### src/rtl/ledsup_pkg.sv
// package: constants and types for the led driver fault supervisor
package ledsup_pkg;
	localparam int NUM_CH       = 5;
	localparam int NUM_DISP     = 2;
	localparam int NUM_KEY      = 3;
	localparam int DISP_CODE_W  = 7;
	localparam int KEY_CODE_W   = 5;
	localparam logic [6:0] DISP_CODE_MAX = 7'h7F; // 25.25 mA
	localparam logic [4:0] KEY_CODE_MAX  = 5'h1F; // 5.00 mA
	localparam logic [6:0] DISP_CODE_RST = 7'h00;
	localparam logic [4:0] KEY_CODE_RST  = 5'h00;
	// global fault status bit positions
	localparam int GF_OVERVOLT  = 0;
	localparam int GF_OVERTEMP  = 1;
	localparam int GF_OPENDIODE = 2;
	localparam int GF_W         = 3;
	// timing
	localparam int  CLK_MHZ      = 200;
	localparam int  DEBOUNCE_MS  = 16;
	localparam longint DEBOUNCE_CYC_L = longint'(DEBOUNCE_MS) * 1000 * 1000
		* CLK_MHZ / 1000;
	localparam int  DEBOUNCE_CYC = int'(DEBOUNCE_CYC_L);
	localparam int  DBC_W        = 23;
	// power state, one-hot
	typedef enum logic [2:0] {
		LEDSUP_OFF     = 3'b001,
		LEDSUP_SHUTDN  = 3'b010,
		LEDSUP_STANDBY = 3'b100
	} ledsup_pwr_t;
	// converter sequence, one-hot
	typedef enum logic [3:0] {
		LEDSUP_IDLE  = 4'b0001,
		LEDSUP_CHECK = 4'b0010,
		LEDSUP_RUN   = 4'b0100,
		LEDSUP_HOLD  = 4'b1000
	} ledsup_cnv_t;
endpackage

### src/rtl/ledsup_dbc_if.sv
// interface: debounce bank request and expiry signals
`timescale 1ns/10ps
interface ledsup_dbc_if #(parameter int N = 5);
	logic [N-1:0] fault_raw;
	logic         clear;
	logic [N-1:0] expired;
	modport ctrl (output fault_raw, output clear, input expired);
	modport bank (input fault_raw, input clear, output expired);
endinterface

### src/rtl/ledsup_dbc.sv
// module: per-channel fault debounce counters
`timescale 1ns/10ps
module ledsup_dbc #(
	parameter int CYCLES = 3200000,
	parameter int W      = 23
) (
	// clock and reset
	input  wire logic clock_i,
	input  wire logic rst_i,
	// debounce bank
	ledsup_dbc_if.bank dbc
);
	import ledsup_pkg::*;
	localparam logic [W-1:0] LAST = W'(CYCLES - 1);
	logic [W-1:0] cnt      [NUM_CH];
	logic [W-1:0] next_cnt [NUM_CH];
	logic [NUM_CH-1:0] next_exp;
	logic [NUM_CH-1:0] exp_q;

	// count while a fault persists, pulse once at expiry
	always_comb begin
		for (int i = 0; i < NUM_CH; i++) begin
			next_cnt[i] = cnt[i];
			next_exp[i] = 1'b0;
			if (dbc.clear || !dbc.fault_raw[i]) begin
				next_cnt[i] = '0;
			end else if (cnt[i] == LAST) begin
				next_exp[i] = 1'b1;
				next_cnt[i] = '0;
			end else begin
				next_cnt[i] = cnt[i] + W'(1);
			end
		end
	end

	// register counters
	always_ff @(posedge clock_i) begin
		for (int i = 0; i < NUM_CH; i++) begin
			cnt[i] <= rst_i ? '0 : next_cnt[i];
		end
		exp_q <= rst_i ? '0 : next_exp;
	end
	assign dbc.expired = exp_q;
endmodule

### src/rtl/ledsup_top.sv
// module: led driver fault supervisor top
`timescale 1ns/10ps
// Functional notes
// - display channels take 7-bit current code
// - keypad channels take 5-bit current code
// - shutdown holds registers reset, outputs off
// - supply valid enters standby, accepts commands
// - any enable set starts converter
// - converter off tristates switch and channels
// - fault comparators gated by channel enable
// - one fault flag per channel
// - debounced fault latches flag, clears enable
// - overvoltage preempts pending channel fault
// - alternate-supply keypad: open detection only
// - overvoltage while running clears enables, sets bit 0
// - converter may restart below recovery level
// - low output before start: bit 2
// - overtemperature clears enables, sets bit 1
// - channel status read clears, re-enables
// - global fault holds standby until read
module ledsup_top #(
	parameter int DEBOUNCE_CYCLES = ledsup_pkg::DEBOUNCE_CYC
) (
	// clock and reset
	input  wire logic                              clock_i,
	input  wire logic                              rst_i,
	// supply monitors (asynchronous)
	input  wire logic                              logic_supply_ok_i,
	input  wire logic                              input_above_uvlo_i,
	// host command port
	input  wire logic                              en_write_i,
	input  wire logic [ledsup_pkg::NUM_CH-1:0]     en_data_i,
	input  wire logic                              code_write_i,
	input  wire logic [2:0]                        code_sel_i,
	input  wire logic [ledsup_pkg::DISP_CODE_W-1:0] code_data_i,
	input  wire logic [ledsup_pkg::NUM_KEY-1:0]    supply_select_control_i,
	input  wire logic                              chan_status_read_i,
	input  wire logic                              glob_status_read_i,
	// analog comparators (asynchronous)
	input  wire logic [ledsup_pkg::NUM_CH-1:0]     open_cmp_i,
	input  wire logic [ledsup_pkg::NUM_CH-1:0]     short_cmp_i,
	input  wire logic                              overvolt_cmp_i,
	input  wire logic                              recover_cmp_i,
	input  wire logic                              overtemp_cmp_i,
	input  wire logic                              out_present_cmp_i,
	// status and control outputs
	output logic                                   standby_o,
	output logic                                   shutdown_o,
	output logic [ledsup_pkg::NUM_CH-1:0]          chan_enable_o,
	output logic [ledsup_pkg::NUM_CH-1:0]          channel_fault_status_o,
	output logic [ledsup_pkg::GF_W-1:0]            global_fault_status_o,
	output logic [ledsup_pkg::NUM_CH-1:0]          cmp_enable_o,
	output logic [ledsup_pkg::NUM_CH-1:0]          short_det_enable_o,
	output logic                                   converter_on_o,
	output logic                                   switch_node_oe_o,
	output logic [ledsup_pkg::NUM_CH-1:0]          chan_drive_oe_o,
	output logic [ledsup_pkg::DISP_CODE_W-1:0]     display_channel_a_code_o,
	output logic [ledsup_pkg::DISP_CODE_W-1:0]     display_channel_b_code_o,
	output logic [ledsup_pkg::KEY_CODE_W-1:0]      keypad_channel_a_code_o,
	output logic [ledsup_pkg::KEY_CODE_W-1:0]      keypad_channel_b_code_o,
	output logic [ledsup_pkg::KEY_CODE_W-1:0]      keypad_channel_c_code_o
);
	import ledsup_pkg::*;
	localparam int NS = 2 * NUM_CH + 6;

	// two-flop synchronisers for all asynchronous inputs
	logic [NS-1:0] sync1;
	logic [NS-1:0] sync2;
	always_ff @(posedge clock_i) begin
		if (rst_i) begin
			sync1 <= '0;
			sync2 <= '0;
		end else begin
			sync1 <= {logic_supply_ok_i, input_above_uvlo_i, open_cmp_i,
				short_cmp_i, overvolt_cmp_i, recover_cmp_i,
				overtemp_cmp_i, out_present_cmp_i};
			sync2 <= sync1;
		end
	end
	logic              vdd_ok, vin_ok, ov, rec, ot, present;
	logic [NUM_CH-1:0] open_s, short_s;
	assign {vdd_ok, vin_ok, open_s, short_s, ov, rec, ot, present} = sync2;

	// registers
	ledsup_pwr_t            pwr, next_pwr;
	ledsup_cnv_t            cnv, next_cnv;
	logic [NUM_CH-1:0]      en, next_en;
	logic [NUM_CH-1:0]      cfs, next_cfs;
	logic [GF_W-1:0]        gfs, next_gfs;
	logic [DISP_CODE_W-1:0] dcode [NUM_DISP];
	logic [DISP_CODE_W-1:0] next_dcode [NUM_DISP];
	logic [KEY_CODE_W-1:0]  kcode [NUM_KEY];
	logic [KEY_CODE_W-1:0]  next_kcode [NUM_KEY];
	logic [NUM_KEY-1:0]     alt, next_alt;
	logic                   active;
	logic [NUM_CH-1:0]      short_gate;

	// short detection suppressed on alternate-supply keypad channels
	assign short_gate = {~alt, {NUM_DISP{1'b1}}};

	ledsup_dbc_if #(.N(NUM_CH)) dbc_if ();
	// raw fault gated by enable; open or short merged per channel
	assign dbc_if.fault_raw = en & (open_s | (short_s & short_gate));
	assign dbc_if.clear = !active;

	ledsup_dbc #(
		.CYCLES (DEBOUNCE_CYCLES),
		.W      (DBC_W)
	) u_dbc (
		.clock_i (clock_i),
		.rst_i   (rst_i),
		.dbc     (dbc_if.bank)
	);

	// supply valid means registers may leave reset
	assign active = vdd_ok && vin_ok;

	// next-state for power, converter, enables and status
	always_comb begin
		logic glob_evt;
		glob_evt   = 1'b0;
		next_pwr   = pwr;
		next_cnv   = cnv;
		next_en    = en;
		next_cfs   = cfs;
		next_gfs   = gfs;
		next_dcode = dcode;
		next_kcode = kcode;
		next_alt   = alt;
		if (!active) begin
			// registers held at reset while logic supply is low
			next_pwr   = vin_ok ? LEDSUP_SHUTDN : LEDSUP_OFF;
			next_cnv   = LEDSUP_IDLE;
			next_en    = '0;
			next_cfs   = '0;
			next_gfs   = '0;
			next_alt   = '0;
			next_dcode = '{default: DISP_CODE_RST};
			next_kcode = '{default: KEY_CODE_RST};
		end else begin
			next_pwr = LEDSUP_STANDBY;
			// host writes
			if (code_write_i) begin
				if (code_sel_i < 3'(NUM_DISP)) begin
					next_dcode[code_sel_i[0]] = code_data_i;
				end else if (code_sel_i < 3'(NUM_CH)) begin
					next_kcode[2'(code_sel_i - 3'(NUM_DISP))] =
						code_data_i[KEY_CODE_W-1:0];
				end
			end
			next_alt = supply_select_control_i;
			// enables refused until the global status is read
			if (en_write_i && gfs == '0) begin
				next_en = en_data_i;
			end
			// status read clears flags and re-enables strings
			if (chan_status_read_i) begin
				next_cfs = '0;
				if (gfs == '0) begin
					next_en = next_en | cfs;
				end
			end
			if (glob_status_read_i) begin
				next_gfs = '0;
			end
			// debounced channel fault: set wins over read-clear
			next_cfs = next_cfs | dbc_if.expired;
			next_en  = next_en & ~dbc_if.expired;
			// global faults preempt pending channel faults
			if (ov && cnv == LEDSUP_RUN) begin
				next_gfs[GF_OVERVOLT] = 1'b1;
				glob_evt = 1'b1;
			end
			if (ot) begin
				next_gfs[GF_OVERTEMP] = 1'b1;
				glob_evt = 1'b1;
			end
			unique case (cnv)
				LEDSUP_IDLE: begin
					// start when any enable is on and no fault held
					if (next_en != '0 && gfs == '0 && !glob_evt) begin
						next_cnv = LEDSUP_CHECK;
					end
				end
				LEDSUP_CHECK: begin
					if (!present) begin
						next_gfs[GF_OPENDIODE] = 1'b1;
						glob_evt = 1'b1;
					end else begin
						next_cnv = LEDSUP_RUN;
					end
				end
				LEDSUP_RUN: begin
					if (en == '0) begin
						next_cnv = LEDSUP_IDLE;
					end
				end
				LEDSUP_HOLD: begin
					// wait below recovery level before restart
					if (rec) begin
						next_cnv = LEDSUP_IDLE;
					end
				end
				default: next_cnv = LEDSUP_IDLE;
			endcase
			if (glob_evt) begin
				next_en  = '0;
				next_cfs = next_cfs & ~dbc_if.expired;
				next_cnv = next_gfs[GF_OVERVOLT] ? LEDSUP_HOLD : LEDSUP_IDLE;
			end
		end
	end

	// register state
	always_ff @(posedge clock_i) begin
		if (rst_i) begin
			pwr   <= LEDSUP_OFF;
			cnv   <= LEDSUP_IDLE;
			en    <= '0;
			cfs   <= '0;
			gfs   <= '0;
			alt   <= '0;
			dcode <= '{default: DISP_CODE_RST};
			kcode <= '{default: KEY_CODE_RST};
		end else begin
			pwr   <= next_pwr;
			cnv   <= next_cnv;
			en    <= next_en;
			cfs   <= next_cfs;
			gfs   <= next_gfs;
			alt   <= next_alt;
			dcode <= next_dcode;
			kcode <= next_kcode;
		end
	end

	// registered outputs
	always_ff @(posedge clock_i) begin
		if (rst_i) begin
			standby_o                <= 1'b0;
			shutdown_o               <= 1'b0;
			chan_enable_o            <= '0;
			channel_fault_status_o   <= '0;
			global_fault_status_o    <= '0;
			cmp_enable_o             <= '0;
			short_det_enable_o       <= '0;
			converter_on_o           <= 1'b0;
			switch_node_oe_o         <= 1'b0;
			chan_drive_oe_o          <= '0;
			display_channel_a_code_o <= '0;
			display_channel_b_code_o <= '0;
			keypad_channel_a_code_o  <= '0;
			keypad_channel_b_code_o  <= '0;
			keypad_channel_c_code_o  <= '0;
		end else begin
			standby_o                <= next_pwr == LEDSUP_STANDBY;
			shutdown_o               <= next_pwr == LEDSUP_SHUTDN;
			chan_enable_o            <= next_en;
			channel_fault_status_o   <= next_cfs;
			global_fault_status_o    <= next_gfs;
			cmp_enable_o             <= next_en;
			short_det_enable_o       <= next_en & {~next_alt, 2'b11};
			converter_on_o           <= next_cnv == LEDSUP_RUN;
			// converter off: switch node and channels undriven
			switch_node_oe_o         <= next_cnv == LEDSUP_RUN;
			chan_drive_oe_o          <= (next_cnv == LEDSUP_RUN) ? next_en : '0;
			display_channel_a_code_o <= next_dcode[0];
			display_channel_b_code_o <= next_dcode[1];
			keypad_channel_a_code_o  <= next_kcode[0];
			keypad_channel_b_code_o  <= next_kcode[1];
			keypad_channel_c_code_o  <= next_kcode[2];
		end
	end

	// overvoltage while running clears enables next cycle
	AST_OV_CLEARS: assert property (@(posedge clock_i) disable iff (rst_i)
		(active && ov && cnv == LEDSUP_RUN) |=> (en == '0 && gfs[GF_OVERVOLT]))
		else $error("overvoltage did not clear enables");
	// overtemperature sets bit 1 and clears enables
	AST_OT_CLEARS: assert property (@(posedge clock_i) disable iff (rst_i)
		(active && ot) |=> (en == '0 && gfs[GF_OVERTEMP]))
		else $error("overtemperature not handled");
	// debounce expiry latches the channel fault flag
	AST_DBC_LATCH: assert property (@(posedge clock_i) disable iff (rst_i)
		(active && dbc_if.expired != '0 && !ov && !ot && cnv != LEDSUP_CHECK)
		|=> ((cfs & $past(dbc_if.expired)) == $past(dbc_if.expired)))
		else $error("channel fault not latched");
	// switch node undriven whenever converter is off
	AST_TRISTATE: assert property (@(posedge clock_i) disable iff (rst_i)
		cnv != LEDSUP_RUN |-> (!switch_node_oe_o && chan_drive_oe_o == '0))
		else $error("driver enabled with converter off");
	// supply low holds enables and global status cleared, converter idle
	AST_SHUTDN: assert property (@(posedge clock_i) disable iff (rst_i)
		!active |=> (en == '0 && gfs == '0 && cnv == LEDSUP_IDLE))
		else $error("state not held in shutdown");
	// missing output before start flags open diode
	AST_OPEN_DIODE: assert property (@(posedge clock_i) disable iff (rst_i)
		(active && cnv == LEDSUP_CHECK && !present) |=>
		(gfs[GF_OPENDIODE] && en == '0 && cnv != LEDSUP_RUN))
		else $error("open diode not flagged");
	// held global fault keeps converter from starting
	AST_HOLD_STBY: assert property (@(posedge clock_i) disable iff (rst_i)
		(cnv == LEDSUP_IDLE && gfs != '0) |=> cnv != LEDSUP_CHECK)
		else $error("restart with global fault pending");
	// enable set starts the presence check
	AST_START: assert property (@(posedge clock_i) disable iff (rst_i)
		(active && cnv == LEDSUP_IDLE && en_write_i && en_data_i != '0 &&
		gfs == '0 && !ot && !glob_status_read_i) |=> cnv == LEDSUP_CHECK)
		else $error("converter did not start");
	COV_RUN: cover property (@(posedge clock_i) cnv == LEDSUP_RUN);
	COV_OV: cover property (@(posedge clock_i) cnv == LEDSUP_HOLD);
	COV_CHFLT: cover property (@(posedge clock_i) cfs != '0);
endmodule

### config.mk
export PLATFORM = sky130hd
export DESIGN_NAME = ledsup_top
export DESIGN_NICKNAME = d
export VERILOG_FILES = /design/src/rtl/ledsup_pkg.sv /design/src/rtl/ledsup_dbc_if.sv /design/src/rtl/ledsup_dbc.sv /design/src/rtl/ledsup_top.sv
export SDC_FILE = /design/constraint.sdc
export NUM_CORES = 1
export LEC_CHECK = 0
export BUFFER_PORTS_ARGS = -buffer_cell sky130_fd_sc_hd__buf_2
export CORE_MARGIN = 2
export CORE_UTILIZATION = 45
export DETAILED_ROUTE_END_ITERATION = 8
export GPL_ROUTABILITY_DRIVEN = 1
export PLACE_DENSITY = 0.61
export SLEW_MARGIN = 20
export SYNTH_ARGS = -nofsm -noshare
export SYNTH_HDL_FRONTEND = slang
export SYNTH_HIERARCHICAL = 1
export SYNTH_SLANG_ARGS = --single-unit
### constraint.sdc
create_clock -name clock_i -period 6.3 [get_ports clock_i]
set_clock_uncertainty 0.2 [all_clocks]
set_input_delay 1.26 -clock clock_i [delete_from_list [all_inputs] [get_ports clock_i]]
set_output_delay 1.26 -clock clock_i [all_outputs]
set_load 0.02 [all_outputs]
# Word level (Yosys, flattened, before mapping)
# Memory sizes are Yosys's and may differ from the RTL's.
# Cells that the tools add are included.
# totals
mem_count	1
ram_bits	115
reg_bits	99
romBits	0
elab_cells	160
latch_bits	0
in_bits	40
# op_classes
shift	0
n_eq_ne	12
n_reduce_logical	32
mul	0
n_lt_le_gt_ge	6
n_addsub	6
mux	64
bitwise_logic	16
div_mod_pow	0
# mem_list
memory	depth	word_bits	rd	rd_ports_with_merged_regs	write_ports	line_no	text
u_dbc.cnt	5	23	5	0	5	ledsup_dbc.sv:15	logic [W-1:0] cnt [NUM_CH];
# op_table
operator	count
23-bit two-way mux	15
23-bit by 1-bit adder with 23-bit output, second input constant	5
23-bit by 22-bit equality test with 1-bit output, second input constant	5
5-bit two-way mux	11
15-bit two-way mux	3
14-bit two-way mux	2
4-bit two-way mux	7
5-bit bitwise AND	5
1-bit two-way mux	16
4-bit one-hot mux with 4 select lines	1
15-bit bitwise mux	1
5-bit OR	3
14-bit bitwise mux	1
2-bit OR reduction	7
5-bit demux with 2-bit select	1
3-bit two-way mux	3
4-bit by 3-bit equality test with 1-bit output, second input constant	2
7-bit demux with 1-bit select	1
1-bit logical AND	7
1-bit zero test	7
7-bit two-way mux	1
3-bit NOT	2
5-bit zero test	1
1-bit logical OR	5
22 further kinds	24

# Depth between registers and ports, before layout
# logic_depth
word_depth	19
mapped_depth	7
mapped_depth_nobuf	6

# Cells and area by module
# The synthesis kept the hierarchy.
# modules_own_cells
mod	instances	cells_each	area_per_inst_um2
ledsup_dbc	1	620	5333.9
ledsup_top	1	330	3289.4

# Least setup slack after synthesis
# OpenSTA, ideal clock, no wires.
# synth_path
kind	in2reg
start	input port code_sel_i[1]
end	register display_channel_b_code_o[0] in the netlist's numbering
t_arrival_ns	2.170
t_required_ns	5.972
cell_stages	4
setup_time_ns	0.128
path_slack_ns	3.803
path_cell_list	clkbuf_1 -> nor3_2 -> mux2i_1 -> nor2_1
# synth_via
elab_chain_len	2
# synth_rtl
item	line_no	text
start, declared	ledsup_top.sv:34	input wire logic [2:0] code_sel_i,
3-bit by 2-bit less-than comparator with 1-bit output	ledsup_top.sv:144	if (code_sel_i < 3'(NUM_DISP)) begin
2-bit AND reduction (no source line)	n/a	
end signal, assigned	ledsup_top.sv:268	display_channel_b_code_o <= next_dcode[1];
end, declared	ledsup_top.sv:58	output logic [ledsup_pkg::DISP_CODE_W-1:0] display_channel_b_code_o,
# Every way passes these cells.
# A chain may end at the register's enable or synchronous reset.

# Worst setup path after layout
# layout_path
start	input port rst_i
end	register chan_drive_oe_o[3] in the netlist's numbering
# layout_via
elab_chain_len	1
# layout_rtl
item	line_no	text
start, declared	ledsup_top.sv:26	input wire logic rst_i,
2-bit OR reduction (no source line)	n/a	
end signal, assigned	ledsup_top.sv:266	chan_drive_oe_o <= (next_cnv == LEDSUP_RUN) ? next_en : '0;
end, declared	ledsup_top.sv:56	output logic [ledsup_pkg::NUM_CH-1:0] chan_drive_oe_o,
# Every way passes these cells.

==> results.py <==
metrics = {
    "min_path": {
        "min_path_cells": 1,
        "min_path_type": "flop to flop",
    },
    "floorplan": {
        "die_y_um": 142,
        "dieArea_um2": 20300,
        "core_area_um2": 18800,
        "die_w_um": 142,
        "io_pins": 101,
        "start_util_pct": 45.9,
        "num_rows": 50,
    },
    "logic_synthesis": {
        "syn_area_um2": 8620,
        "yosysWarnings": 6,
        "synth_cells": 950,
        "synth_fa_ha_area_share_pct": 0.725,
        "ys_ff_latch": 212,
        "syn-num-nets": 995,
        "synth_top_family_by_area": "simple AND/OR/NAND/NOR gates",
        "synth_cell_types": 61,
        "synth_compound_area_share_pct": 9.36,
        "synthSimpleGateAreaFrac_pct": 28.9,
        "synth_xor_area_share_pct": 6.30,
        "synth-main-ff-cell": "dfxtp_1",
        "yosysSeqAreaShare_pct": 49.2,
        "synth-edff-count": 0,
        "synth_area_per_cell_um2": 9.08,
        "synth.area.mux_share_pct": 2.55,
        "async_flop_share_pct": 0,
    },
    "grt": {
        "grt_max_degree": 40,
        "grt_pass1_vias": 6123,
        "antenna_found_initial": 1,
        "grt_pass1_wl_um": 30500,
        "grt_use_total_pct": 18.2,
        "grt_overflow": 0,
    },
    "worst_setup_path": {
        "cp_max_fo": 39,
        "end_kind": "flop",
        "crit_chain": "buf_2 > or2_2 > clkinv_1 > nand4_1 > nor2_1",
        "critPathArrivalTime_ns": 3.32,
        "r2r_cells": 4,
        "cpPeakStageDelay_ns": 0.73,
        "startpoint_type": "input port",
        "critPathRequiredTime_ns": 6.48,
        "critPathSlowestCell": "or2_2",
        "critPathKind": "input port to flop",
    },
    "power_and_ir_drop": {
        "combPwrFrac_pct": 1.8,
        "vdd.ir_drop.worst_mv": 0.190,
        "switchingPower_uw": 565,
        "p_per_area_nw_per_um2": 285,
        "pwr-share-seq_pct": 47.2,
        "leakage_nw": 3.52,
        "intPower_mw": 2.30,
        "p_sw_share_pct": 19.7,
        "clkPwrFrac_pct": 51.0,
    },
    "clock_network": {
        "cts_hold_buf": 0,
        "cts_buffers": 23,
        "clk_pin_slew_ns": 0.06,
        "root_buffer": "clkbuf_16",
        "cts.htree.levels": 1,
        "ctsResizeCount": 0,
        "post-cts-setup-buffers": 0,
        "cts_buffer_depth": 3,
        "cts_sinks": 212,
        "cts_tree": "built",
        "clock_latency_ns": 0.51,
    },
    "timing": {
        "max-slew-margin-rel_pct": 34.9,
        "setup_tns_ns": 0,
        "fin_crit_ns": 3.14,
        "rsz0062_at_grt": "no",
        "final-setup-viol-count": 0,
        "maxSlewViolCount": 0,
        "holdWs_ns": 0.231,
        "min_period_over_period_pct": 49.8,
        "fmax_mhz": 319,
        "hold_viol": 0,
        "tightestPinTransition_ns": 0.974,
    },
    "drt": {
        "via_count": 6873,
        "wirelength_um": 18800,
        "first_pass_iters": 4,
        "postRouteAntennaNets": 0,
        "avgViaCountPerCell": 5.34,
        "first_iter_violations": 320,
        "remaining_drc_errors": 0,
        "wl_per_cell_um": 14.6,
    },
    "placed_design": {
        "hpwl_um": 13000,
        "io_buffers": 100,
        "dpl_cell_area_um2": 9250,
        "place_congestion": 0.822,
        "place_inst": 1247,
    },
    "final_layout": {
        "area_growth_pct": 16.8,
        "drive_above_1_share_pct": 15.8,
        "final_util_pct": 53.7,
        "fin_cells": 1287,
        "mostFrequentLayoutCell": "dfxtp_1",
        "finalInstanceArea_um2": 10100,
        "final_cell_mix": "dfxtp_1, nor2_1, buf_2",
        "nNetsFinal": 1083,
    },
    "flow_run": {
        "drv_cap": 0,
    },
    "status": {
        "status": "complete, no violations",
    },
}
==> area by class of cell <==
class / count / area (um^2)
Fill cell: 1772 / 8690
Sequential cell: 212 / 4240
Multi-Input combinational cell: 684 / 4150
Clock buffer: 31 / 656
Timing Repair Buffer: 100 / 500
Tap cell: 234 / 293
Clock inverter: 8 / 169
Inverter: 17 / 63.8
Antenna cell: 1 / 2.50
==> sequential cells by signal (all words and copies together) (netlist names), 4 cells and up <==
| signal | cells |
|---|---|
| u_dbc/cnt | 115 |
| sync1 | 16 |
| sync2 | 16 |
| display_channel_a_code_o | 7 |
| display_channel_b_code_o | 7 |
| chan_drive_oe_o | 5 |
| channel_fault_status_o | 5 |
| cmp_enable_o | 5 |
| keypad_channel_a_code_o | 5 |
| keypad_channel_b_code_o | 5 |
| keypad_channel_c_code_o | 5 |
| u_dbc/dbc.expired | 5 |
| cnv | 4 |
==> stage by stage <==
step / total power, mW / setup WS [ns]
after global routing: 2.97 / 2.95
after CTS: 2.91 / 3.15
after floorplan: 1.41 / 3.80
final: 2.87 / 3.16
after detailed placement: 1.44 / 2.61
after global placement: 1.44 / 2.67
==> power groups by stage <==
stage | Clock, mW | Combinational (mW) | Sequential, mW
after global routing | 1.56 | 0.0580 | 1.35
after CTS | 1.50 | 0.0535 | 1.35
after floorplan | 0 | 0.0295 | 1.38
after global placement | 0 | 0.0531 | 1.38
final | 1.46 | 0.0528 | 1.35
after detailed placement | 0 | 0.0532 | 1.38
==> kinds of logic after synthesis <==
family | Yosys count
AND/OR/NAND/NOR | 457
multiplexers | 22
AO/OA/AOI/OAI | 138
flip-flops | 212
adder cells (fa/ha/maj) | 5
XOR/XNOR | 62
buffers and inverters | 54
==> layer usage <==
layer / global-route usage [%] / vias up / wire length, um
met5: 0 / - / 0
met4: 5.00 / 0 / 404
met3: 3.20 / 33 / 974
met2: 29.0 / 156 / 8140
met1: 25.4 / 3148 / 9260
li1: - / 3536 / -
==> worst paths after layout <==
kind	from	end	slack (ns)
min reg2reg	sync1[14]$_SDFF_PP0_	sync2[14]$_SDFF_PP0_	0.23
max reg2reg	u_dbc/cnt[0][33]$_SDFF_PP0_	u_dbc/cnt[0][29]$_SDFF_PP0_	3.63
min	sync1[14]$_SDFF_PP0_	sync2[14]$_SDFF_PP0_	0.23
max	rst_i	chan_drive_oe_o[3]$_SDFF_PP0_	3.16
==> cell usage after synthesis (2+ instances only) <==
library cell | count | area share (%)
dfxtp_1 | 212 | 49
nor2_1 | 128 | 5.6
nand2_1 | 69 | 3.0
a21oi_1 | 64 | 3.7
nor2b_1 | 37 | 2.7
nand4_1 | 36 | 2.6
or3_1 | 35 | 2.5
nand3_1 | 34 | 2.0
o21ai_0 | 33 | 1.9
xnor2_1 | 31 | 3.1
xor2_1 | 31 | 3.1
or4_1 | 23 | 2.0
mux2i_1 | 22 | 2.6
clkbuf_1 | 20 | 0.87
and4_1 | 16 | 1.6
inv_1 | 16 | 0.70
and3_1 | 15 | 1.1
nor4_1 | 13 | 0.94
o31ai_1 | 13 | 1.1
nor3_1 | 11 | 0.64
buf_4 | 8 | 0.70
nor3b_1 | 8 | 0.70
ha_1 | 5 | 0.73
nand2b_1 | 5 | 0.36
o21a_1 | 5 | 0.44
and2_1 | 4 | 0.29
buf_2 | 4 | 0.23
nor3b_2 | 4 | 0.58
a211o_2 | 3 | 0.35
a311oi_1 | 3 | 0.30
nand3_2 | 3 | 0.35
nor3_2 | 3 | 0.35
o22ai_1 | 3 | 0.22
a31oi_1 | 2 | 0.15
buf_6 | 2 | 0.26
o21ai_1 | 2 | 0.12
o21bai_1 | 2 | 0.17
or4_4 | 2 | 0.26
==> worst max-delay path: cells and delay by family <==
kind,cells,cell delay (ns)
buffers and inverters,2,0.88
AND/OR/NAND/NOR,3,1.15
Power figures use the tool's default switching activity.
